<file path="src/logic/mmpc_defines.svh">
// Constants for the multi-mode pulse counter: sizes, timing, register map and field positions.
`ifndef MMPC_DEFINES_SVH
`define MMPC_DEFINES_SVH

// ****************************************************************
// Sizes
// ****************************************************************
`define MMPC_NUM_CH 4
`define MMPC_NUM_PINS 8
`define MMPC_DATA_W 32
`define MMPC_ADDR_W 12

// ****************************************************************
// Timing
// ****************************************************************
`define MMPC_CLK_MHZ 100
`define MMPC_TICK_NS 1000
`define MMPC_TICK_CYCLES ((`MMPC_TICK_NS * `MMPC_CLK_MHZ) / 1000)
`define MMPC_GATE_10MS_MS 10
`define MMPC_GATE_100MS_MS 100
`define MMPC_GATE_1S_MS 1000
`define MMPC_GATE_BASE_US (`MMPC_GATE_10MS_MS * 1000)
`define MMPC_GATE_RATIO_100MS (`MMPC_GATE_100MS_MS / `MMPC_GATE_10MS_MS)
`define MMPC_GATE_RATIO_1S (`MMPC_GATE_1S_MS / `MMPC_GATE_100MS_MS)

// ****************************************************************
// Register map (byte offsets) and fields
// ****************************************************************
`define MMPC_OFF_CTRL 4'h0
`define MMPC_OFF_STATUS 4'h4
`define MMPC_CH_FIRST 4'h1
`define MMPC_CH_LAST 4'h4
`define MMPC_CH_CFG 2'h0
`define MMPC_CH_CPR 2'h1
`define MMPC_CH_RESULT 2'h2
`define MMPC_CTRL_POL_BIT 0
`define MMPC_STATUS_LVL_LSB 0
`define MMPC_STATUS_REFUSED_BIT 8
`define MMPC_CFG_TYPE_LSB 0
`define MMPC_CFG_MODE_LSB 4
`define MMPC_CPR_RST 32'h0000_0000
`define MMPC_MARKER_CH 2
`define MMPC_QUAD_CH 0
`define MMPC_MODE_ASYNC_LAST 4'h2
`define MMPC_MODE_QUAL_FIRST 4'h3
`define MMPC_MODE_QUAL_LAST 4'hA

`endif

</file>
<file path="src/logic/mmpc_pkg.sv">
// Types shared by the multi-mode pulse counter modules.
`include "mmpc_defines.svh"

package mmpc_pkg;

	typedef enum logic [2:0]
	{
		MMPC_DISABLED = 3'h0,
		MMPC_FREQ = 3'h1,
		MMPC_TOTAL = 3'h2,
		MMPC_PULSE = 3'h3,
		MMPC_QUAD = 3'h4,
		MMPC_MARKER = 3'h5
	} mmpc_type_t;

	typedef struct packed
	{
		logic [3:0] mode;
		mmpc_type_t ctype;
	} mmpc_cfg_t;

	typedef struct packed
	{
		logic [`MMPC_NUM_PINS-1:0] level;
		logic [`MMPC_NUM_PINS-1:0] rise;
		logic [`MMPC_NUM_PINS-1:0] fall;
	} mmpc_sense_t;

	// Up/down step with optional wrap at a nonzero limit; zero limit runs free.
	function automatic logic [31:0] mmpc_step(input logic [31:0] v, input logic [31:0] lim,
		input logic up);
		logic [31:0] r;
		r = v;
		if (up)
			r = (lim != 32'h0 && v == lim - 32'h1) ? 32'h0 : v + 32'h1;
		else if (v == 32'h0)
			r = (lim != 32'h0) ? lim - 32'h1 : 32'hFFFF_FFFF;
		else
			r = v - 32'h1;
		return r;
	endfunction

endpackage

</file>
<file path="src/logic/mmpc_top.sv">
// Four-channel multi-mode pulse counter with an APB register slave.
//
// The APB interface to the registers and the placing of the registers were decided locally.
`timescale 1ns/1ps
`include "mmpc_defines.svh"

module mmpc_top import mmpc_pkg::*;
#(
	parameter int GATE_BASE_TICKS = `MMPC_GATE_BASE_US
)
(
	input wire logic clock_i,
	input wire logic reset_n_i,
	input wire logic ce_i,
	input wire logic [`MMPC_NUM_CH-1:0] counter_in_i,
	input wire logic [`MMPC_NUM_CH-1:0] phase2_in_i,
	input wire logic scan_strobe_i,
	input wire logic psel,
	input wire logic penable,
	input wire logic pwrite,
	input wire logic [`MMPC_ADDR_W-1:0] paddr,
	input wire logic [`MMPC_DATA_W-1:0] pwdata,
	output logic [`MMPC_DATA_W-1:0] prdata,
	output logic pready,
	output logic pslverr
);

	// ****************************************************************
	// Input conditioning
	// ****************************************************************
	logic active_low;
	mmpc_sense_t sense;

	// The polarity register drives the conditioner so every detector sees the active sense.
	mmpc_in_cond u_in_cond
	(
		.clock_i(clock_i),
		.reset_n_i(reset_n_i),
		.ce_i(ce_i),
		.active_low_i(active_low),
		.pin_i({phase2_in_i, counter_in_i}),
		.sense_o(sense)
	);

	// ****************************************************************
	// APB decode
	// ****************************************************************
	wire logic access_w;
	wire logic setup_w;
	wire logic wr_w;
	wire logic hi_zero_w;
	wire logic [3:0] blk_w;
	wire logic [1:0] word_w;
	wire logic is_ctrl_w;
	wire logic is_status_w;
	wire logic is_ch_w;
	wire logic [1:0] ch_idx_w;
	wire logic mapped_w;

	// The slave never stalls on its own; a low clock enable holds the transfer instead.
	assign pready = ce_i;
	assign access_w = psel & penable & ce_i;
	assign setup_w = psel & ~penable & ce_i;
	assign wr_w = access_w & pwrite;
	assign hi_zero_w = (paddr[`MMPC_ADDR_W-1:8] == '0);
	assign blk_w = paddr[7:4];
	assign word_w = paddr[3:2];
	assign is_ctrl_w = hi_zero_w & ({paddr[7:2], 2'h0} == {4'h0, `MMPC_OFF_CTRL});
	assign is_status_w = hi_zero_w & ({paddr[7:2], 2'h0} == {4'h0, `MMPC_OFF_STATUS});
	assign is_ch_w = hi_zero_w & (blk_w >= `MMPC_CH_FIRST) & (blk_w <= `MMPC_CH_LAST)
		& (word_w != 2'h3);
	assign ch_idx_w = 2'(blk_w - `MMPC_CH_FIRST);
	assign mapped_w = is_ctrl_w | is_status_w | is_ch_w;
	assign pslverr = psel & penable & ~mapped_w;

	// ****************************************************************
	// Microsecond tick and gate time base
	// ****************************************************************
	logic [6:0] tick_cnt;
	logic [13:0] base_cnt;
	logic [3:0] g100_cnt;
	logic [3:0] g1s_cnt;
	wire logic tick_w;
	wire logic g10_w;
	wire logic g100_w;
	wire logic g1s_w;
	wire logic [3:0] gate_w;

	assign tick_w = ce_i & (tick_cnt == 7'(`MMPC_TICK_CYCLES - 1));
	assign g10_w = tick_w & (base_cnt == 14'(GATE_BASE_TICKS - 1));
	assign g100_w = g10_w & (g100_cnt == 4'(`MMPC_GATE_RATIO_100MS - 1));
	assign g1s_w = g100_w & (g1s_cnt == 4'(`MMPC_GATE_RATIO_1S - 1));
	// Gate index follows the frequency mode: 1 s, 100 ms, 10 ms, then scan strobe.
	assign gate_w = {ce_i & scan_strobe_i, g10_w, g100_w, g1s_w};

	// Cascaded dividers share one time base so all gates stay aligned.
	always_ff @(posedge clock_i or negedge reset_n_i)
	begin
		if (!reset_n_i)
		begin
			tick_cnt <= 7'h00;
			base_cnt <= 14'h0000;
			g100_cnt <= 4'h0;
			g1s_cnt <= 4'h0;
		end
		else if (ce_i)
		begin
			tick_cnt <= tick_w ? 7'h00 : tick_cnt + 7'h01;
			if (tick_w)
				base_cnt <= g10_w ? 14'h0000 : base_cnt + 14'h0001;
			if (g10_w)
				g100_cnt <= g100_w ? 4'h0 : g100_cnt + 4'h1;
			if (g100_w)
				g1s_cnt <= g1s_w ? 4'h0 : g1s_cnt + 4'h1;
		end
	end

	// ****************************************************************
	// Marker logic for the quadrature channel
	// ****************************************************************
	mmpc_cfg_t cfg_w [0:`MMPC_NUM_CH-1];
	logic [31:0] cpr_w [0:`MMPC_NUM_CH-1];
	logic [31:0] res_w [0:`MMPC_NUM_CH-1];
	wire logic [`MMPC_NUM_CH-1:0] refuse_w;
	wire logic marker_on_w;
	wire logic [3:0] mk_mode_w;
	wire logic [2:0] mk_q_w;
	wire logic mk_lvl_ok_w;
	wire logic mk_ph_edge_w;
	wire logic mk_async_w;
	wire logic mk_qual_w;
	wire logic marker_hit_w;

	// Marker only acts while its pairing with the quadrature channel still holds.
	assign marker_on_w = (cfg_w[`MMPC_MARKER_CH].ctype == MMPC_MARKER)
		& (cfg_w[`MMPC_QUAD_CH].ctype == MMPC_QUAD);
	assign mk_mode_w = cfg_w[`MMPC_MARKER_CH].mode;
	assign mk_q_w = 3'(mk_mode_w - `MMPC_MODE_QUAL_FIRST);
	// Asynchronous modes look at marker edges only, whatever the phases do.
	assign mk_async_w = (mk_mode_w == 4'h0) ? sense.rise[`MMPC_MARKER_CH] :
		(mk_mode_w == 4'h1) ? sense.fall[`MMPC_MARKER_CH] :
		(mk_mode_w == `MMPC_MODE_ASYNC_LAST) ?
		(sense.rise[`MMPC_MARKER_CH] | sense.fall[`MMPC_MARKER_CH]) : 1'b0;
	// Qualified: bit 0 picks low level, bit 1 falling edge, bit 2 phase 2.
	assign mk_lvl_ok_w = mk_q_w[0] ^ sense.level[`MMPC_MARKER_CH];
	assign mk_ph_edge_w = mk_q_w[2] ?
		(mk_q_w[1] ? sense.fall[`MMPC_QUAD_CH + `MMPC_NUM_CH] :
		sense.rise[`MMPC_QUAD_CH + `MMPC_NUM_CH]) :
		(mk_q_w[1] ? sense.fall[`MMPC_QUAD_CH] : sense.rise[`MMPC_QUAD_CH]);
	assign mk_qual_w = (mk_mode_w >= `MMPC_MODE_QUAL_FIRST) & (mk_mode_w <= `MMPC_MODE_QUAL_LAST)
		& mk_lvl_ok_w & mk_ph_edge_w;
	assign marker_hit_w = marker_on_w & (mk_async_w | mk_qual_w);

	// ****************************************************************
	// Counter channels
	// ****************************************************************
	genvar c;
	generate
		for (c = 0; c < `MMPC_NUM_CH; c++)
		begin : g_ch
			mmpc_cfg_t cfg;
			logic [31:0] cpr;
			logic [31:0] cnt;
			logic [31:0] res;
			logic [31:0] next_cnt;
			logic [31:0] next_res;
			wire logic sel_w;
			wire logic cfg_wr_w;
			wire logic cpr_wr_w;
			wire mmpc_type_t new_type_w;
			wire logic bad_type_w;
			wire logic a_lvl_w;
			wire logic a_rise_w;
			wire logic a_fall_w;
			wire logic b_lvl_w;
			wire logic b_chg_w;
			wire logic b_prev_w;
			wire logic q_step_w;
			wire logic q_up_w;
			wire logic clr_w;

			assign sel_w = is_ch_w & (ch_idx_w == 2'(c));
			assign cfg_wr_w = wr_w & sel_w & (word_w == `MMPC_CH_CFG);
			assign cpr_wr_w = wr_w & sel_w & (word_w == `MMPC_CH_CPR);
			assign new_type_w = mmpc_type_t'(pwdata[`MMPC_CFG_TYPE_LSB +: 3]);
			// Unknown types and a misplaced marker are refused; the old setting stays.
			assign bad_type_w = (new_type_w > MMPC_MARKER) | ((new_type_w == MMPC_MARKER)
				& ((c != `MMPC_MARKER_CH) | (cfg_w[`MMPC_QUAD_CH].ctype != MMPC_QUAD)));
			assign refuse_w[c] = cfg_wr_w & bad_type_w;

			assign a_lvl_w = sense.level[c];
			assign a_rise_w = sense.rise[c];
			assign a_fall_w = sense.fall[c];
			assign b_lvl_w = sense.level[c + `MMPC_NUM_CH];
			assign b_chg_w = sense.rise[c + `MMPC_NUM_CH] | sense.fall[c + `MMPC_NUM_CH];
			assign b_prev_w = b_lvl_w ^ b_chg_w;
			// Four edges per cycle; up when phase 1 leads, unless mode bit 0 reverses it.
			assign q_step_w = a_rise_w | a_fall_w | b_chg_w;
			assign q_up_w = a_lvl_w ^ b_prev_w ^ cfg.mode[0];
			assign clr_w = (c == `MMPC_QUAD_CH) ? marker_hit_w : 1'b0;

			// Next count and result by type; each type reads its own fields only.
			always_comb
			begin
				next_cnt = cnt;
				next_res = res;
				case (cfg.ctype)
					MMPC_FREQ:
					begin
						if (gate_w[cfg.mode[1:0]])
						begin
							next_res = cnt;
							next_cnt = {31'h0, a_rise_w};
						end
						else if (a_rise_w)
							next_cnt = cnt + 32'h1;
					end
					MMPC_TOTAL:
					begin
						if (cfg.mode[0] ? a_fall_w : a_rise_w)
							next_cnt = mmpc_step(cnt, cpr, 1'b1);
						next_res = next_cnt;
					end
					MMPC_PULSE:
					begin
						case (cfg.mode[1:0])
							2'h0:
							begin
								if (a_fall_w)
								begin
									next_res = cnt;
									next_cnt = 32'h0;
								end
								else if (a_lvl_w & tick_w)
									next_cnt = cnt + 32'h1;
							end
							2'h1:
							begin
								if (a_rise_w)
								begin
									next_res = cnt;
									next_cnt = 32'h0;
								end
								else if (~a_lvl_w & tick_w)
									next_cnt = cnt + 32'h1;
							end
							default:
							begin
								if (cfg.mode[0] ? a_fall_w : a_rise_w)
								begin
									next_res = cnt;
									next_cnt = 32'h0;
								end
								else if (tick_w)
									next_cnt = cnt + 32'h1;
							end
						endcase
					end
					MMPC_QUAD:
					begin
						if (clr_w)
							next_cnt = 32'h0;
						else if (q_step_w)
							next_cnt = mmpc_step(cnt, cpr, q_up_w);
						next_res = next_cnt;
					end
					MMPC_MARKER:
					begin
						if (marker_hit_w)
							next_cnt = cnt + 32'h1;
						next_res = next_cnt;
					end
					default:
					begin
						next_cnt = 32'h0;
						next_res = 32'h0;
					end
				endcase
			end

			// Accepted configuration writes restart the measurement from zero.
			always_ff @(posedge clock_i or negedge reset_n_i)
			begin
				if (!reset_n_i)
				begin
					cfg <= '{mode: 4'h0, ctype: MMPC_DISABLED};
					cpr <= `MMPC_CPR_RST;
					cnt <= 32'h0;
					res <= 32'h0;
				end
				else if (ce_i)
				begin
					if (cfg_wr_w & ~bad_type_w)
					begin
						cfg <= '{mode: pwdata[`MMPC_CFG_MODE_LSB +: 4], ctype: new_type_w};
						cnt <= 32'h0;
						res <= 32'h0;
					end
					else
					begin
						cnt <= next_cnt;
						res <= next_res;
					end
					if (cpr_wr_w)
						cpr <= pwdata;
				end
			end

			assign cfg_w[c] = cfg;
			assign cpr_w[c] = cpr;
			assign res_w[c] = res;
		end
	endgenerate

	// ****************************************************************
	// Control and status registers
	// ****************************************************************
	logic refused;
	wire logic [`MMPC_DATA_W-1:0] ctrl_rd_w;
	wire logic [`MMPC_DATA_W-1:0] status_rd_w;
	wire logic [`MMPC_DATA_W-1:0] ch_rd_w;
	wire logic [`MMPC_DATA_W-1:0] rd_w;
	wire logic refused_clr_w;

	assign refused_clr_w = wr_w & is_status_w & pwdata[`MMPC_STATUS_REFUSED_BIT];

	// A refusal in the same cycle as the clear wins, so no refusal goes unseen.
	always_ff @(posedge clock_i or negedge reset_n_i)
	begin
		if (!reset_n_i)
		begin
			active_low <= 1'b0;
			refused <= 1'b0;
		end
		else if (ce_i)
		begin
			if (wr_w & is_ctrl_w)
				active_low <= pwdata[`MMPC_CTRL_POL_BIT];
			refused <= (|refuse_w) | (refused & ~refused_clr_w);
		end
	end

	// Inputs stay readable as plain discrete levels whatever the counter type.
	assign ctrl_rd_w = `MMPC_DATA_W'(active_low) << `MMPC_CTRL_POL_BIT;
	assign status_rd_w = (`MMPC_DATA_W'(refused) << `MMPC_STATUS_REFUSED_BIT)
		| (`MMPC_DATA_W'(sense.level) << `MMPC_STATUS_LVL_LSB);
	assign ch_rd_w = (word_w == `MMPC_CH_CFG) ? ((`MMPC_DATA_W'(cfg_w[ch_idx_w].mode)
		<< `MMPC_CFG_MODE_LSB) | (`MMPC_DATA_W'(cfg_w[ch_idx_w].ctype) << `MMPC_CFG_TYPE_LSB)) :
		(word_w == `MMPC_CH_CPR) ? cpr_w[ch_idx_w] : res_w[ch_idx_w];
	assign rd_w = is_ctrl_w ? ctrl_rd_w : is_status_w ? status_rd_w :
		is_ch_w ? ch_rd_w : '0;

	// Read data is captured in the setup cycle and stands through the access phase.
	always_ff @(posedge clock_i or negedge reset_n_i)
	begin
		if (!reset_n_i)
			prdata <= '0;
		else if (setup_w)
			prdata <= pwrite ? '0 : rd_w;
	end

endmodule

</file>
<file path="src/logic/mmpc_in_cond.sv">
// Input conditioner: pin synchroniser, polarity and edge detection per input.
`timescale 1ns/1ps
`include "mmpc_defines.svh"

module mmpc_in_cond import mmpc_pkg::*;
(
	input wire logic clock_i,
	input wire logic reset_n_i,
	input wire logic ce_i,
	input wire logic active_low_i,
	input wire logic [`MMPC_NUM_PINS-1:0] pin_i,
	output mmpc_sense_t sense_o
);

	// ****************************************************************
	// Per-pin synchroniser and edge detector
	// ****************************************************************
	genvar g;
	generate
		for (g = 0; g < `MMPC_NUM_PINS; g++)
		begin : g_pin
			logic sync1;
			logic sync2;
			logic prev;
			wire logic lvl;

			// Polarity is applied after the second stage so edges follow the active sense.
			assign lvl = sync2 ^ active_low_i;

			// Two stages keep metastability away from the edge logic.
			always_ff @(posedge clock_i or negedge reset_n_i)
			begin
				if (!reset_n_i)
				begin
					sync1 <= 1'b0;
					sync2 <= 1'b0;
					prev <= 1'b0;
				end
				else if (ce_i)
				begin
					sync1 <= pin_i[g];
					sync2 <= sync1;
					prev <= lvl;
				end
			end

			assign sense_o.level[g] = lvl;
			assign sense_o.rise[g] = ce_i & lvl & ~prev;
			assign sense_o.fall[g] = ce_i & ~lvl & prev;
		end
	endgenerate

endmodule

</file>
<file path="config.mk">
export PLATFORM = sky130hd
export DESIGN_NAME = mmpc_top
export DESIGN_NICKNAME = d
export VERILOG_FILES = /design/src/logic/mmpc_pkg.sv /design/src/logic/mmpc_top.sv /design/src/logic/mmpc_in_cond.sv
export VERILOG_INCLUDE_DIRS = /design/src /design/src/logic
export SDC_FILE = /design/constraint.sdc
export NUM_CORES = 2
export LEC_CHECK = 0
export ABC_CLOCK_PERIOD_IN_PS = 6700
export BUFFER_PORTS_ARGS = -buffer_cell sky130_fd_sc_hd__buf_2
export CORE_ASPECT_RATIO = 0.5
export CORE_MARGIN = 2
export CORE_UTILIZATION = 36
export CTS_BUF_LIST = sky130_fd_sc_hd__clkbuf_4 sky130_fd_sc_hd__clkbuf_8
export CTS_CLUSTER_DIAMETER = 100
export DETAILED_ROUTE_END_ITERATION = 8
export GPL_TIMING_DRIVEN = 0
export MAX_ROUTING_LAYER = met4
export REMOVE_ABC_BUFFERS = 1
export SLEW_MARGIN = 30
export SYNTH_ARGS = -nofsm -noshare
export SYNTH_HDL_FRONTEND = slang
export SYNTH_SLANG_ARGS = --single-unit
export TNS_END_PERCENT = 30
</file>
<file path="constraint.sdc">
create_clock -name clock_i -period 6.7 [get_ports clock_i]
set_input_delay 0.335 -clock clock_i [delete_from_list [all_inputs] [get_ports clock_i]]
set_output_delay 0.335 -clock clock_i [all_outputs]
set_load 0.05 [all_outputs]
</file>
==> impl_metrics.tcl <==
set metrics [dict create \
    status "finished, final reports clean" \
    postCtsSetupBuffers 0 \
    totalWireLength_um 221000 \
    worstSetupPathType "reg -> reg" \
    hold_class "in -> async" \
    power.internal_uw 6140 \
    finalInstanceArea_um2 47700 \
    final_hold_viol_count 0 \
    io_buffers 90 \
    multi_input_area_um2 28800 \
    place.gp.congestion 1.01 \
    vdd_drop_max_mv 0.139 \
    p_seq_share_pct 35.4 \
    fin_ws_ns 0.246 \
    synth_top_area_share_pct 29.0 \
    cts_resized 0 \
    clock-sinks 499 \
    start_util_pct 36.4 \
    numCtsBuffers 86 \
    yosysTopAreaCell "dfrtp_1" \
    rr_worst_depth 13 \
    clock.fmax_mhz 155 \
    fin_crit_sh_pct 96.3 \
    slew_violations 0 \
    clkLatencyLatePin_ns 0.86 \
    final_core_util_pct 40.4 \
    final_layout_size_suffix_gt1_share_pct 13.6 \
    synthArstFlopShare_pct 100 \
    cts_htree_levels 3 \
    tightest_slew_ns 1.07 \
    drtAntennaViolNets 0 \
    p_comb_share_pct 32.8 \
    place_inst 6636 \
    vias 46057 \
    viasPerCell 6.72 \
    finalClockSkew_ns 0.0742 \
    cp-end-kind "register" \
    swShare_pct 41.4 \
    clockPowerShare_pct 31.8 \
    path_cells "inv_1, ha_1, nor3b_1, nand4_1, nor4_2, xnor2_1, o2bb2ai_1, or4_1, or4_1, nand2_1, o221ai_1, a21oi_1, o21ai_0" \
    regArea_um2 12500 \
    track_usage_pct 36.0 \
    routedWlPerCell_um 32.3 \
    whs_ns 0.0661 \
    pre_cts_ws_ns 0.184 \
    die_area_um2 123000 \
    crit_slowest_cell "or4_1" \
    synth_edf_count 0 \
    core_um2 118000 \
    synth_ff_type "dfrtp_1" \
    grt_pass1_wl_um 315000 \
    required_ns 7.39 \
    path_common_cell "or4_1" \
    die_x_um 493 \
    ys_types 99 \
    yosysMostFrequentCell "nand2_1" \
    nNetsFinal 5280 \
    drt_iter0_markers 6548 \
    avgSynthCellArea_um2 7.98 \
    crit_fanout 14 \
    slowest_delay_ns 0.81 \
    fin_cells 6849 \
    firstDrtPassIters 9 \
    yosysSeqAreaShare_pct 29.0 \
    clkTransAtPathRegs_ns 0.08 \
    cts_tree "done" \
    clk_path_buf_depth 3 \
    drc 0 \
    synthTopCellsByArea "dfrtp_1, o21ai_0, nand2_1" \
    area_growth_syn_to_layout_pct 10.9 \
    place_area_um2 45300 \
    rows 89 \
    ys_ff_latch 499 \
    syn_area_um2 43000 \
    relSlewSlack_pct 28.0 \
    syn_inst 5391 \
    fill_cells 11991 \
    fin_crit_ns 6.45 \
    grt_max_degree 74 \
    io_pins 93 \
    drv_cap 0 \
    yosysWarnings 0 \
    antenna_found_initial 23 \
    root_buffer "clkbuf_8" \
    power.density_nw_per_um2 219 \
    rsz0062_at_grt "no" \
    dp_hpwl_um 169000 \
    grt_pass1_vias 42258 \
    yosys-top-cells-count "nand2_1, dfrtp_1, clkbuf_1" \
    worstPathArrival_ns 7.15 \
    ctsHoldBuffers 47 \
    power_switching_uw 4330 \
    cp-start-kind "register" \
    grt-ovfl-total 0 \
    finalSetupViolCount 0 \
    power_leakage_uw 0.0197 \
    die_y_um 249 \
]
per-stage QoR:
step                TNS (ns)  total power, µW
global route               0            10900
floorplan                  0             5560
detailed placement         0             7010
finish                     0            10500
global placement    -3225.95             6840
CTS                        0            10400
layout by cell type, fill, tap and decap left out, types with 60 or more instances in the layout:
| cell type | netlist | routed |
|---|---|---|
| buf_2 | 10 | 93 |
| a21oi_1 | 353 | 350 |
| xnor2_1 | 219 | 212 |
| nand4_1 | 72 | 72 |
| o21ai_0 | 455 | 449 |
| xor2_1 | 136 | 133 |
| mux4_2 | 71 | 71 |
| clkbuf_8 | 0 | 97 |
| and3_1 | 75 | 72 |
| nand2_1 | 577 | 571 |
| nor3_1 | 208 | 200 |
| inv_1 | 87 | 87 |
| mux2_2 | 152 | 152 |
| nor4_1 | 104 | 97 |
| a221oi_1 | 72 | 72 |
| or3_1 | 75 | 72 |
| nand3_1 | 173 | 164 |
| or4_1 | 60 | 60 |
| dfrtp_1 | 499 | 498 |
| nor2_1 | 407 | 396 |
registers in the layout (all words and copies together) (netlist names):
register / count
active_low: 1
base_cnt: 14
cfg_w: 24
g100_cnt: 4
g1s_cnt: 4
g_ch.cnt: 128
g_ch.cpr: 128
g_ch.res: 128
mk_mode_w: 4
prdata: 32
refused: 1
tick_cnt: 7
u_in_cond.g_pin.prev: 8
u_in_cond.g_pin.sync1: 8
u_in_cond.g_pin.sync2: 8
power by group through the flow:
stage / clock, µW / combinational, µW / sequential (µW)
finish: 3330 / 3430 / 3710
global route: 3510 / 3660 / 3720
CTS: 3370 / 3330 / 3660
detailed placement: 0 / 3290 / 3720
global placement: 0 / 3130 / 3710
floorplan: 0 / 2090 / 3470
final cells by class:
cell class                      instances  share of cell area (%)
Clock inverter                         25                   0.745
Timing Repair Buffer                  216                    4.59
Sequential cell                       499                    26.2
Antenna cell                           15                  0.0786
Inverter                               90                   0.708
Multi-Input combinational cell       4288                    60.3
Clock buffer                          124                    3.22
Tap cell                             1592                    4.17
critical path, delay by kind of cell, from the launching register on:
kind,cells,cell delay [ns]
AOI/OAI and AO/OA,4,1.27
xor gates and xnor gates,1,0.26
adders and majority gates,1,0.28
buffers and inverters,1,0.14
DFF,1,0.53
and+or+nand+nor,6,3.83
logic make-up (layout without fill, tap and decap cells):
logic type,count (synthesis),in the layout,share of synthesized area (%)
adder cells (fa/ha/maj),40,40,1.16
multiplexers,243,243,8.16
flip-flops,499,499,29.0
AO/OA/AOI/OAI,1609,1609,24.5
other,0,15,0
XOR/XNOR,369,369,7.96
AND/OR/NAND/NOR,2027,2027,23.9
buffers and inverters,604,455,5.38
metal layers:
metal	part of all wire, %	track usage (%)	vias up
met5	0	-	-
li1	-	-	19723
met2	42	50.3	2840
met1	43	50.3	23086
met3	12	9.57	408
met4	3.3	10.4	0
path summary, 6_finish.rpt:
| path | from | end | slack [ns] |
|---|---|---|---|
| max | g_ch[1].cpr[0]$_DFFE_PN0P_ | g_ch[1].res[13]$_DFFE_PN0P_ | 0.25 |
| min | reset_n_i | g_ch[1].cnt[3]$_DFFE_PN0P_ | 0.07 |
| max reg2reg | g_ch[1].cpr[0]$_DFFE_PN0P_ | g_ch[1].res[13]$_DFFE_PN0P_ | 0.25 |
| min reg2reg | cfg_w[5]$_DFFE_PN0P_ | cfg_w[5]$_DFFE_PN0P_ | 0.48 |
| max in group asynchronous | reset_n_i | g_ch[3].cnt[29]$_DFFE_PN0P_ | 5.16 |
| min in group clock_i | penable | prdata[9]$_DFFE_PN0P_ | 0.09 |
Power figures use the tool's default switching activity.
